<file path="src/shared/fault_sleep_pkg.sv">
// Constants and types for the fault, lockup and sleep controller
package fault_sleep_pkg;
  // Register byte offsets on the bus
  localparam logic [7:0] SYS_CTRL_OFS = 8'h00;
  localparam logic [7:0] PWR_CTRL_OFS = 8'h04;
  localparam logic [7:0] STATUS_OFS = 8'h08;
  // System control register fields
  localparam int SLEEP_RET_BIT = 1;
  localparam int DEEP_SEL_BIT = 2;
  localparam int EV_PEND_BIT = 4;
  // Power control register field
  localparam int PWR_DOWN_BIT = 1;
  // Status register fields
  localparam int ST_LOCKED_BIT = 0;
  localparam int ST_LOCK_NMI_BIT = 1;
  localparam int ST_SLEEP_BIT = 2;
  localparam int ST_DEEP_BIT = 3;
  // Reset values
  localparam logic [31:0] SYS_CTRL_RST = 32'h0000_0000;
  localparam logic [31:0] PWR_CTRL_RST = 32'h0000_0000;
  // Priority of thread code, below every configurable level
  localparam logic [2:0] THREAD_PRIO = 3'h4;

  typedef enum logic [1:0] {
    CTX_THREAD,
    CTX_HANDLER,
    CTX_NMI,
    CTX_SEVERE
  } exec_ctx_t;

  typedef enum {
    ST_RUN,
    ST_SLEEP_INT,
    ST_SLEEP_EVT,
    ST_LOCKED
  } run_state_t;

  typedef struct packed {
    logic svc_exec;
    logic svc_prio_blocked;
    logic breakpoint_instr_exec;
    logic debugger_attached;
    logic ldst_bus_err;
    logic vector_bus_err;
    logic fetch_xn;
    logic fetch_bus_err;
    logic undef_instr;
    logic istate_zero;
    logic unaligned;
    logic mpu_priv;
    logic mpu_unmanaged;
  } fault_t;

  typedef struct packed {
    logic valid;
    logic enabled;
    logic [1:0] prio;
  } exc_req_t;

  typedef struct packed {
    run_state_t state;
    logic lock_nmi;
    logic event_latch;
    logic deep;
    logic sleep_ret;
    logic deep_sel;
    logic ev_pend;
    logic pwr_down;
    logic ext_s1;
    logic ext_s2;
    logic ext_s3;
    logic peer_s1;
    logic peer_s2;
    logic peer_s3;
    logic severe_take;
    logic exc_entry;
    logic wfe_cont;
    logic ack;
    logic [31:0] rdata;
  } ctrl_state_t;
endpackage : fault_sleep_pkg

</file>
<file path="src/core/fault_sleep_ctrl.sv">
// Fault escalation, lockup and sleep control with a Wishbone register port
//
// Design decisions made here: the Wishbone slave port and the register addresses.
`timescale 1ns/100ps
`default_nettype none
module fault_sleep_ctrl (
  input wire logic core_clk_i,
  input wire logic reset_i,
  input wire logic wb_cyc_i,
  input wire logic wb_stb_i,
  input wire logic wb_we_i,
  input wire logic [7:0] wb_adr_i,
  input wire logic [3:0] wb_sel_i,
  input wire logic [31:0] wb_dat_i,
  output logic [31:0] wb_dat_o,
  output logic wb_ack_o,
  input wire fault_sleep_pkg::fault_t fault_i,
  input wire fault_sleep_pkg::exec_ctx_t ctx_i,
  input wire logic [1:0] cur_prio_i,
  input wire logic unstack_psr_err_i,
  input wire logic unstack_main_sp_i,
  input wire logic nmi_i,
  input wire logic debug_halt_i,
  input wire fault_sleep_pkg::exc_req_t exc_i,
  input wire logic priority_mask_bit_i,
  input wire logic wait_interrupt_instr_i,
  input wire logic wait_event_instr_i,
  input wire logic return_to_thread_i,
  input wire logic new_pending_i,
  input wire logic ext_event_i,
  input wire logic peer_send_event_i,
  output logic severe_error_take_o,
  output logic exc_entry_o,
  output logic wfe_continue_o,
  output logic exec_halt_o,
  output logic locked_o,
  output logic sleeping_o,
  output logic deep_sleep_o,
  output logic standby_select_o
);
  fault_sleep_pkg::ctrl_state_t q;
  fault_sleep_pkg::ctrl_state_t d;

  logic fault_any;
  logic crit_ctx;
  logic [2:0] cur_level;
  logic higher;
  logic ev_now;
  logic bus_req;

  ////////////////////////////////////////////////////////////////////////////
  // Fault and priority decode

  always_comb begin
    fault_any = (fault_i.svc_exec & fault_i.svc_prio_blocked)
              | (fault_i.breakpoint_instr_exec & ~fault_i.debugger_attached)
              | fault_i.ldst_bus_err | fault_i.vector_bus_err
              | fault_i.fetch_xn | fault_i.fetch_bus_err
              | fault_i.undef_instr | fault_i.istate_zero | fault_i.unaligned
              | fault_i.mpu_priv | fault_i.mpu_unmanaged;
    crit_ctx = (ctx_i == fault_sleep_pkg::CTX_NMI) || (ctx_i == fault_sleep_pkg::CTX_SEVERE);
    cur_level = (ctx_i == fault_sleep_pkg::CTX_THREAD) ? fault_sleep_pkg::THREAD_PRIO
                                                        : {1'b0, cur_prio_i};
    // Configurable levels never beat NMI or severe handlers
    higher = exc_i.valid && exc_i.enabled && !crit_ctx && ({1'b0, exc_i.prio} < cur_level);
    // Pending interrupts become events when enabled by software
    ev_now = (q.ext_s2 & ~q.ext_s3) | (q.peer_s2 & ~q.peer_s3)
           | (q.ev_pend & new_pending_i);
    bus_req = wb_cyc_i && wb_stb_i && !q.ack;
  end

  ////////////////////////////////////////////////////////////////////////////
  // Next state

  always_comb begin
    d = q;
    d.severe_take = 1'b0;
    d.exc_entry = 1'b0;
    d.wfe_cont = 1'b0;
    d.ack = bus_req;
    // Pins pass two flops before any logic; third flop for edge detect
    d.ext_s1 = ext_event_i;
    d.ext_s2 = q.ext_s1;
    d.ext_s3 = q.ext_s2;
    d.peer_s1 = peer_send_event_i;
    d.peer_s2 = q.peer_s1;
    d.peer_s3 = q.peer_s2;
    // Only hardware events set the latch
    if (ev_now && q.state != fault_sleep_pkg::ST_SLEEP_EVT) begin
      d.event_latch = 1'b1;
    end
    case (q.state)
      fault_sleep_pkg::ST_RUN: begin
        if (nmi_i) begin
          d.exc_entry = 1'b1;
        end else if (fault_any) begin
          if (crit_ctx) begin
            d.state = fault_sleep_pkg::ST_LOCKED;
            d.lock_nmi = (ctx_i == fault_sleep_pkg::CTX_NMI);
          end else begin
            d.severe_take = 1'b1;
          end
        end else if (unstack_psr_err_i && unstack_main_sp_i) begin
          d.state = fault_sleep_pkg::ST_LOCKED;
          d.lock_nmi = (ctx_i == fault_sleep_pkg::CTX_NMI);
        end else if (wait_interrupt_instr_i) begin
          d.state = fault_sleep_pkg::ST_SLEEP_INT;
          d.deep = q.deep_sel;
        end else if (return_to_thread_i && q.sleep_ret) begin
          d.state = fault_sleep_pkg::ST_SLEEP_INT;
          d.deep = q.deep_sel;
        end else if (wait_event_instr_i) begin
          // Event arriving now counts as a set latch
          if (q.event_latch || ev_now) begin
            d.event_latch = 1'b0;
            d.wfe_cont = 1'b1;
          end else begin
            d.state = fault_sleep_pkg::ST_SLEEP_EVT;
            d.deep = q.deep_sel;
          end
        end else if (higher && !priority_mask_bit_i) begin
          d.exc_entry = 1'b1;
        end
      end
      fault_sleep_pkg::ST_SLEEP_INT: begin
        // Mask does not block the wake itself
        if (higher || nmi_i) begin
          d.state = fault_sleep_pkg::ST_RUN;
        end
      end
      fault_sleep_pkg::ST_SLEEP_EVT: begin
        if (higher || nmi_i || ev_now) begin
          d.state = fault_sleep_pkg::ST_RUN;
        end
      end
      fault_sleep_pkg::ST_LOCKED: begin
        // Leave on debug halt or NMI
        // NMI ignored when locked from NMI handler
        if (debug_halt_i || (nmi_i && !q.lock_nmi)) begin
          d.state = fault_sleep_pkg::ST_RUN;
          d.exc_entry = nmi_i && !debug_halt_i;
        end
      end
      default: begin
        d.state = fault_sleep_pkg::ST_RUN;
      end
    endcase
    // Bus: single-cycle answer, unmapped reads zero, writes ignored
    d.rdata = 32'h0000_0000;
    if (bus_req) begin
      if (wb_adr_i == fault_sleep_pkg::SYS_CTRL_OFS) begin
        d.rdata[fault_sleep_pkg::SLEEP_RET_BIT] = q.sleep_ret;
        d.rdata[fault_sleep_pkg::DEEP_SEL_BIT] = q.deep_sel;
        d.rdata[fault_sleep_pkg::EV_PEND_BIT] = q.ev_pend;
        if (wb_we_i && wb_sel_i[0]) begin
          d.sleep_ret = wb_dat_i[fault_sleep_pkg::SLEEP_RET_BIT];
          d.deep_sel = wb_dat_i[fault_sleep_pkg::DEEP_SEL_BIT];
          d.ev_pend = wb_dat_i[fault_sleep_pkg::EV_PEND_BIT];
        end
      end else if (wb_adr_i == fault_sleep_pkg::PWR_CTRL_OFS) begin
        d.rdata[fault_sleep_pkg::PWR_DOWN_BIT] = q.pwr_down;
        if (wb_we_i && wb_sel_i[0]) begin
          d.pwr_down = wb_dat_i[fault_sleep_pkg::PWR_DOWN_BIT];
        end
      end else if (wb_adr_i == fault_sleep_pkg::STATUS_OFS) begin
        d.rdata[fault_sleep_pkg::ST_LOCKED_BIT] = (q.state == fault_sleep_pkg::ST_LOCKED);
        d.rdata[fault_sleep_pkg::ST_LOCK_NMI_BIT] = q.lock_nmi;
        d.rdata[fault_sleep_pkg::ST_SLEEP_BIT] = sleeping_o;
        d.rdata[fault_sleep_pkg::ST_DEEP_BIT] = deep_sleep_o;
      end
    end
  end

  ////////////////////////////////////////////////////////////////////////////
  // State register

  always_ff @(posedge core_clk_i or posedge reset_i) begin
    if (reset_i) begin
      q <= '0;
      q.state <= fault_sleep_pkg::ST_RUN;
      q.sleep_ret <= fault_sleep_pkg::SYS_CTRL_RST[fault_sleep_pkg::SLEEP_RET_BIT];
      q.deep_sel <= fault_sleep_pkg::SYS_CTRL_RST[fault_sleep_pkg::DEEP_SEL_BIT];
      q.ev_pend <= fault_sleep_pkg::SYS_CTRL_RST[fault_sleep_pkg::EV_PEND_BIT];
      q.pwr_down <= fault_sleep_pkg::PWR_CTRL_RST[fault_sleep_pkg::PWR_DOWN_BIT];
    end else begin
      q <= d;
    end
  end

  ////////////////////////////////////////////////////////////////////////////
  // Outputs

  always_comb begin
    wb_ack_o = q.ack;
    wb_dat_o = q.rdata;
    severe_error_take_o = q.severe_take;
    exc_entry_o = q.exc_entry;
    wfe_continue_o = q.wfe_cont;
    exec_halt_o = (q.state != fault_sleep_pkg::ST_RUN);
    locked_o = (q.state == fault_sleep_pkg::ST_LOCKED);
    sleeping_o = (q.state == fault_sleep_pkg::ST_SLEEP_INT)
              || (q.state == fault_sleep_pkg::ST_SLEEP_EVT);
    deep_sleep_o = sleeping_o && q.deep;
    // Stop or standby in deep sleep
    standby_select_o = deep_sleep_o && q.pwr_down;
  end
endmodule : fault_sleep_ctrl
`default_nettype wire

</file>
<file path="config.mk">
export PLATFORM = sky130hd
export DESIGN_NAME = fault_sleep_ctrl
export DESIGN_NICKNAME = d
export VERILOG_FILES = /design/src/shared/fault_sleep_pkg.sv /design/src/core/fault_sleep_ctrl.sv
export SDC_FILE = /design/constraint.sdc
export NUM_CORES = 1
export LEC_CHECK = 0
export ABC_AREA = 1
export BUFFER_PORTS_ARGS = -buffer_cell sky130_fd_sc_hd__buf_2
export CELL_PAD_IN_SITES_DETAIL_PLACEMENT = 1
export CELL_PAD_IN_SITES_GLOBAL_PLACEMENT = 1
export CORE_ASPECT_RATIO = 0.5
export CORE_MARGIN = 4
export CORE_UTILIZATION = 26
export CTS_CLUSTER_SIZE = 20
export DETAILED_ROUTE_END_ITERATION = 16
export PLACE_DENSITY_LB_ADDON = 0.08
export SYNTH_ARGS = -nofsm -noshare
export SYNTH_HDL_FRONTEND = slang
export SYNTH_SLANG_ARGS = --single-unit
export TNS_END_PERCENT = 50
</file>
<file path="constraint.sdc">
create_clock -name core_clk_i -period 1.75 [get_ports core_clk_i]
set_clock_uncertainty 0.05 [all_clocks]
set_input_delay 0.35 -clock core_clk_i [delete_from_list [all_inputs] [get_ports core_clk_i]]
set_output_delay 0.35 -clock core_clk_i [all_outputs]
set_load 0.1 [all_outputs]
</file>
# Word-level counts from Yosys, hierarchy flattened
# Cells that the tools add are included.
totals:
  regBits: 54
  input_bits: 81
  output_inout_bits: 41
  elab_cells: 151
op_classes:
  n_lt_le_gt_ge: 1
  eq_ne: 20
  n_mux: 51
  bitwise_logic: 24
  n_reduce_logical: 36
op_table:
  columns: ["operator", "n"]
  rows:
  - ["32-bit 2-to-1 mux", 8]
  - ["32-bit one-hot mux with 4 select lines", 1]
  - ["32-bit by 2-bit equality test with 1-bit output (second input constant)", 3]
  - ["33-bit 2-to-1 mux", 2]
  - ["32-bit by 3-bit equality test with 1-bit output (second input constant)", 2]
  - ["35-bit 2-to-1 mux", 1]
  - ["32-bit by 1-bit equality test with 1-bit output (second input constant)", 1]
  - ["32-bit logical NOT", 1]
  - ["32-bit by 3-bit != test with 1-bit output (second input constant)", 1]
  - ["32-bit nonzero test", 1]
  - ["1-bit 2-to-1 mux", 25]
  - ["2-bit 2-to-1 mux", 10]
  - ["1-bit logical AND", 14]
  - ["6-bit != test (second input constant)", 2]
  - ["1-bit bitwise OR", 12]
  - ["8-bit by 3-bit equality test with 1-bit output (second input constant)", 1]
  - ["8-bit by 4-bit equality test with 1-bit output (second input constant)", 1]
  - ["8-bit logical NOT", 1]
  - ["2-bit != test (second input constant)", 4]
  - ["4-bit AND reduction", 2]
  - ["1-bit NOT", 7]
  - ["7-bit AND reduction", 1]
  - ["1-bit logical OR", 6]
  - ["3-bit != test (second input constant)", 2]
  - ["other kinds (14)", 23]

# Depth between registers and ports, before layout
depth:
  depth_word: 15
  depth_mapped: 13
  depth_no_buf: 13

# Worst setup path after synthesis
# OpenSTA, ideal clock, no wires.
synth_timing:
  path_type: "reg-to-output"
  start: "register q[49] in the netlist's numbering"
  end: "output standby_select_o"
  arrival_time_ns: 2.756
  required_time_ns: 1.350
  slack_ns: -1.406
  path_stages_with_launch: 5
  n_path_buf: 0
  cell_sequence: "dfrtp_1 > inv_1 > ha_1 > nand2_1 > nor2_1"
synth_between:
  elab_chain_cells: 4
  word_cells_on_any_way: 5
  cone_classes: "eq/ne: 2; reduce/logical: 3"
synth_rtl:
  columns: ["element", "line_no", "text"]
  rows:
  - ["from (decl)", "fault_sleep_ctrl.sv:41", "fault_sleep_pkg::ctrl_state_t q;"]
  - ["32-bit by 2-bit equality test with 1-bit output / 32-bit by 3-bit equality test with 1-bit output (equally long branches)", "fault_sleep_ctrl.sv:201, fault_sleep_ctrl.sv:202", null]
  - ["1-bit logical OR (*)", "fault_sleep_ctrl.sv:202", "|| (q.state == fault_sleep_pkg::ST_SLEEP_EVT);"]
  - ["named net sleeping_o", "fault_sleep_ctrl.sv:37", "output logic sleeping_o,"]
  - ["1-bit logical AND (*)", "fault_sleep_ctrl.sv:203", "deep_sleep_o = sleeping_o && q.deep;"]
  - ["1-bit logical AND (*)", "fault_sleep_ctrl.sv:205", "standby_select_o = deep_sleep_o && q.pwr_down;"]
  - ["to (decl)", "fault_sleep_ctrl.sv:39", "output logic standby_select_o"]
# The timed path passes the listed nets; every way through them passes the cells marked *.

# Final worst setup path
layout_timing:
  start: "register q[50] in the netlist's numbering"
  end: "output standby_select_o"
layout_between:
  elab_chain_cells: 4
  word_cells_on_any_way: 5
  cone_classes: "eq/ne: 2; reduce/logical: 3"
layout_rtl:
  columns: ["element", "line_no"]
  rows:
  - ["32-bit by 2-bit equality test with 1-bit output / 32-bit by 3-bit equality test with 1-bit output (equally long branches)", "fault_sleep_ctrl.sv:201, fault_sleep_ctrl.sv:202"]
  - ["1-bit logical OR (*)", "fault_sleep_ctrl.sv:202"]
  - ["1-bit logical AND (*)", "fault_sleep_ctrl.sv:203"]
  - ["1-bit logical AND (*)", "fault_sleep_ctrl.sv:205"]
# Every way passes the cells marked *; elsewhere a longest branch is shown, timed or not.

==> results.md <==
- Peak supply drop: 0.4587 mV
- Placed cell area: 1973 um^2
- Met1 usage: 14.28%
- Pre-antenna DRT Iters: 4
- Slowest stage cell, crit path: dfrtp_1
- # DRC: 0
- Initial antenna violation count: 0
- Post-cts repair resize count: 0
- Core area: 5705 um^2
- Final instance area: 2092 um^2
- Yosys warns: 0
- Root Buffer: clkbuf_16
- Antenna Cells: 0
- Clock buffer depth: 2
- Synthesized flop and latch total: 24
- Gpl congestion: 0.7135
- Hold Fails Final Rpt: 0
- Crit path time final: 1.735 ns
- Critical path cell sequence: inv_2 > ha_4 > nand2_4 > nor2_4 > buf_12
- Final period util: 99.14%
- Post-Synthesis Cells: 211
- Maximum clock rate: 576.4 MHz
- First-pass GRT wire length: 6768 um
- Largest net degree at the start of global routing: 25
- Starting DRT DRC Count: 48
- Vias per cell: 4.034
- Max FO, Critical Path: 2
- Gr ovfl total: 0
- Total die area: 7518 um^2
- Gr usage total: 11.06%
- Initial core utilization: 27.92%
- Grt met2 use: 18.02%
- Arr. time, crit path: 1.33 ns
- CP required: 1.35 ns
- Worst path bufs/invs: 2
- Slowest stage delay, CP: 0.38 ns
- Syn_area_per_cell: 7.549 um^2
- IO Pins: 122
- Post-DP HPWL: 3322 um
- Clock Latency Late Sink: 0.26 ns
- Input/output buffers: 62
- Total Power: 3.050 mW
- Status: completed
- Fin. max-slew vios: 0
- Final nets: 364
- Per-cell routed wire length: 11.40 um
- Setup Crit Path Kind: reg -> out
- H-tree Lvls: 1
- Placed cells: 342
- Die extent in x: 118.7 um
- Final core utilization: 36.67%
- Max-cap viol count: 0
- Fin cells: 350
- CP Capture Type: output pin
- Fillcell total: 724
- # rows: 19
- Die height: 63.35 um
- Met3 usage: 3.128%
- TritonCTS clock tree: yes
- Number of global-route vias before repair: 1519
- Worst hold path class: in -> async
- Seq/Total Area, Yosys: 37.71%
- Count of cell types in the netlist: 24
- LEAKAGE: 1.213 nW
- Startpoint Class: register
- RSZ-0062 raised after global routing: true
- Clock sinks: 24
- Finish-stage setup viols: 0
- Most crowded layer after global routing: met2
- PwrDens: 1458 nW/um^2
- Area growth, synth to finish: 31.34%
- Synth Cell Area: 1593 um^2
- Clock transition at the registers of the reported paths: 0.06 ns
- Post-route ant nets: 0
- Proportion of layout cells with a drive suffix above 1: 33.57%
- Hold slack: 0.08384 ns
- Drt total wl: 3989 um
- CTS buffer count: 3
- Top Family by Delay on Critical Path: flip-flops
- Routed vias: 1412
[power by group]
group | internal [mW] | switching (mW)
Combinational | 0.558 | 1.30
Sequential | 0.606 | 0.0381
Clock | 0.350 | 0.199
[cells in the final DEF, fill, tap and decap left out]
cell	instances
o21ai_1	2
buf_2	57
conb_1	27
nor3_1	4
clkbuf_8	1
nor2_4	3
nor2_8	1
a21oi_1	5
nand3_1	14
o21bai_1	1
clkinvlp_4	1
inv_2	4
buf_12	5
dfrtp_1	24
nor3_4	1
o22ai_1	1
buf_4	6
inv_1	26
ha_4	1
nand3_2	1
nand2_2	2
nand2_1	42
nor2_1	26
o21ai_0	5
ha_1	4
nand2_4	2
nand4_1	2
nor2_2	5
clkbuf_16	3
and2_1	1
[worst register-to-register path, stage by stage (launching register included)]
cell	delay [ns]
dfrtp_1	0.40
inv_2	0.09
ha_4	0.16
inv_2	0.06
nor2_1	0.16
nand4_1	0.17
nor3_1	0.22
and2_1	0.17
[registers in the layout (all words and copies together) (netlist names)]
signal	flops
d	4
exc_entry_o	1
q	11
severe_error_take_o	1
wb_ack_o	1
wb_dat_o	5
wfe_continue_o	1
[kinds of logic (layout without fill, tap and decap cells)]
logic type	count (synthesis)	in the layout	synth area share, %
compound gates	14	14	4.635
simple gates	104	104	31.11
fa+ha+maj	5	5	3.928
buf+inv	63	103	22.39
other cells	1	27	0.2354
flops	24	24	37.71
[per-stage QoR]
step	setup TNS, ns	worst slack [ns]
floorplan	-0.3345	-0.1749
global placement	0	0.06866
detailed placement	0	0.01202
CTS	0	0.0002773
global route	-0.08740	-0.05930
finish	0	0.01502
[metal layers]
layer | vias up | wire length (um)
met3 | 4 | 329
met2 | 61 | 1761
met1 | 625 | 1841
li1 | 722 | -
met4 | 0 | 57
met5 | - | 0
[path summary, 6_finish.rpt]
kind,from,endpoint,slack (ns),cells past startpoint
min in group core_clk_i,ext_event_i,d[40],0.14,1
hold reg to reg,d[40],d[39],0.30,0
hold / removal,reset_i,wb_ack_o,0.08,3
setup / recovery,q[50],standby_select_o,0.02,5
setup reg to reg,q[49],wfe_continue_o,0.21,7
max in group asynchronous,reset_i,severe_error_take_o,1.31,3
[layout make-up]
| class | instances | area [um^2] | area share (%) |
|---|---|---|---|
| repair buffers | 68 | 430.4 | 20.57 |
| flip-flops and latches | 24 | 600.6 | 28.71 |
| inverters | 31 | 120.1 | 5.742 |
| multi-input cells | 150 | 760.7 | 36.36 |
| well taps | 73 | 91.34 | 4.366 |
| clock buffers | 4 | 88.84 | 4.246 |
[Yosys cell counts]
cell | count | share of area [%]
inv_2 | 2 | 0.47
nand2_2 | 2 | 0.79
buf_4 | 32 | 15
o21bai_1 | 1 | 0.47
nand2_1 | 43 | 10
o22ai_1 | 1 | 0.39
nor2_4 | 2 | 1.4
nor3_4 | 1 | 1.0
dfrtp_1 | 24 | 38
nand4_1 | 2 | 0.79
nor2_1 | 27 | 6.4
nand3_2 | 1 | 0.63
nor3_1 | 4 | 1.3
a21oi_1 | 5 | 1.6
o21ai_0 | 5 | 1.6
inv_1 | 29 | 6.8
nand2_4 | 1 | 0.71
ha_1 | 5 | 3.9
and2_1 | 1 | 0.39
conb_1 | 1 | 0.24
nor2_2 | 5 | 2.0
nor2_8 | 1 | 1.3
nand3_1 | 14 | 4.4
o21ai_1 | 2 | 0.63
[repair_timing]
action	CTS	global route
setup endpoints to repair	2	3
pin swaps	2	0
buffers inserted	4	0
hold buffers	0	0
No activity file was read; power rests on OpenSTA's default activity.
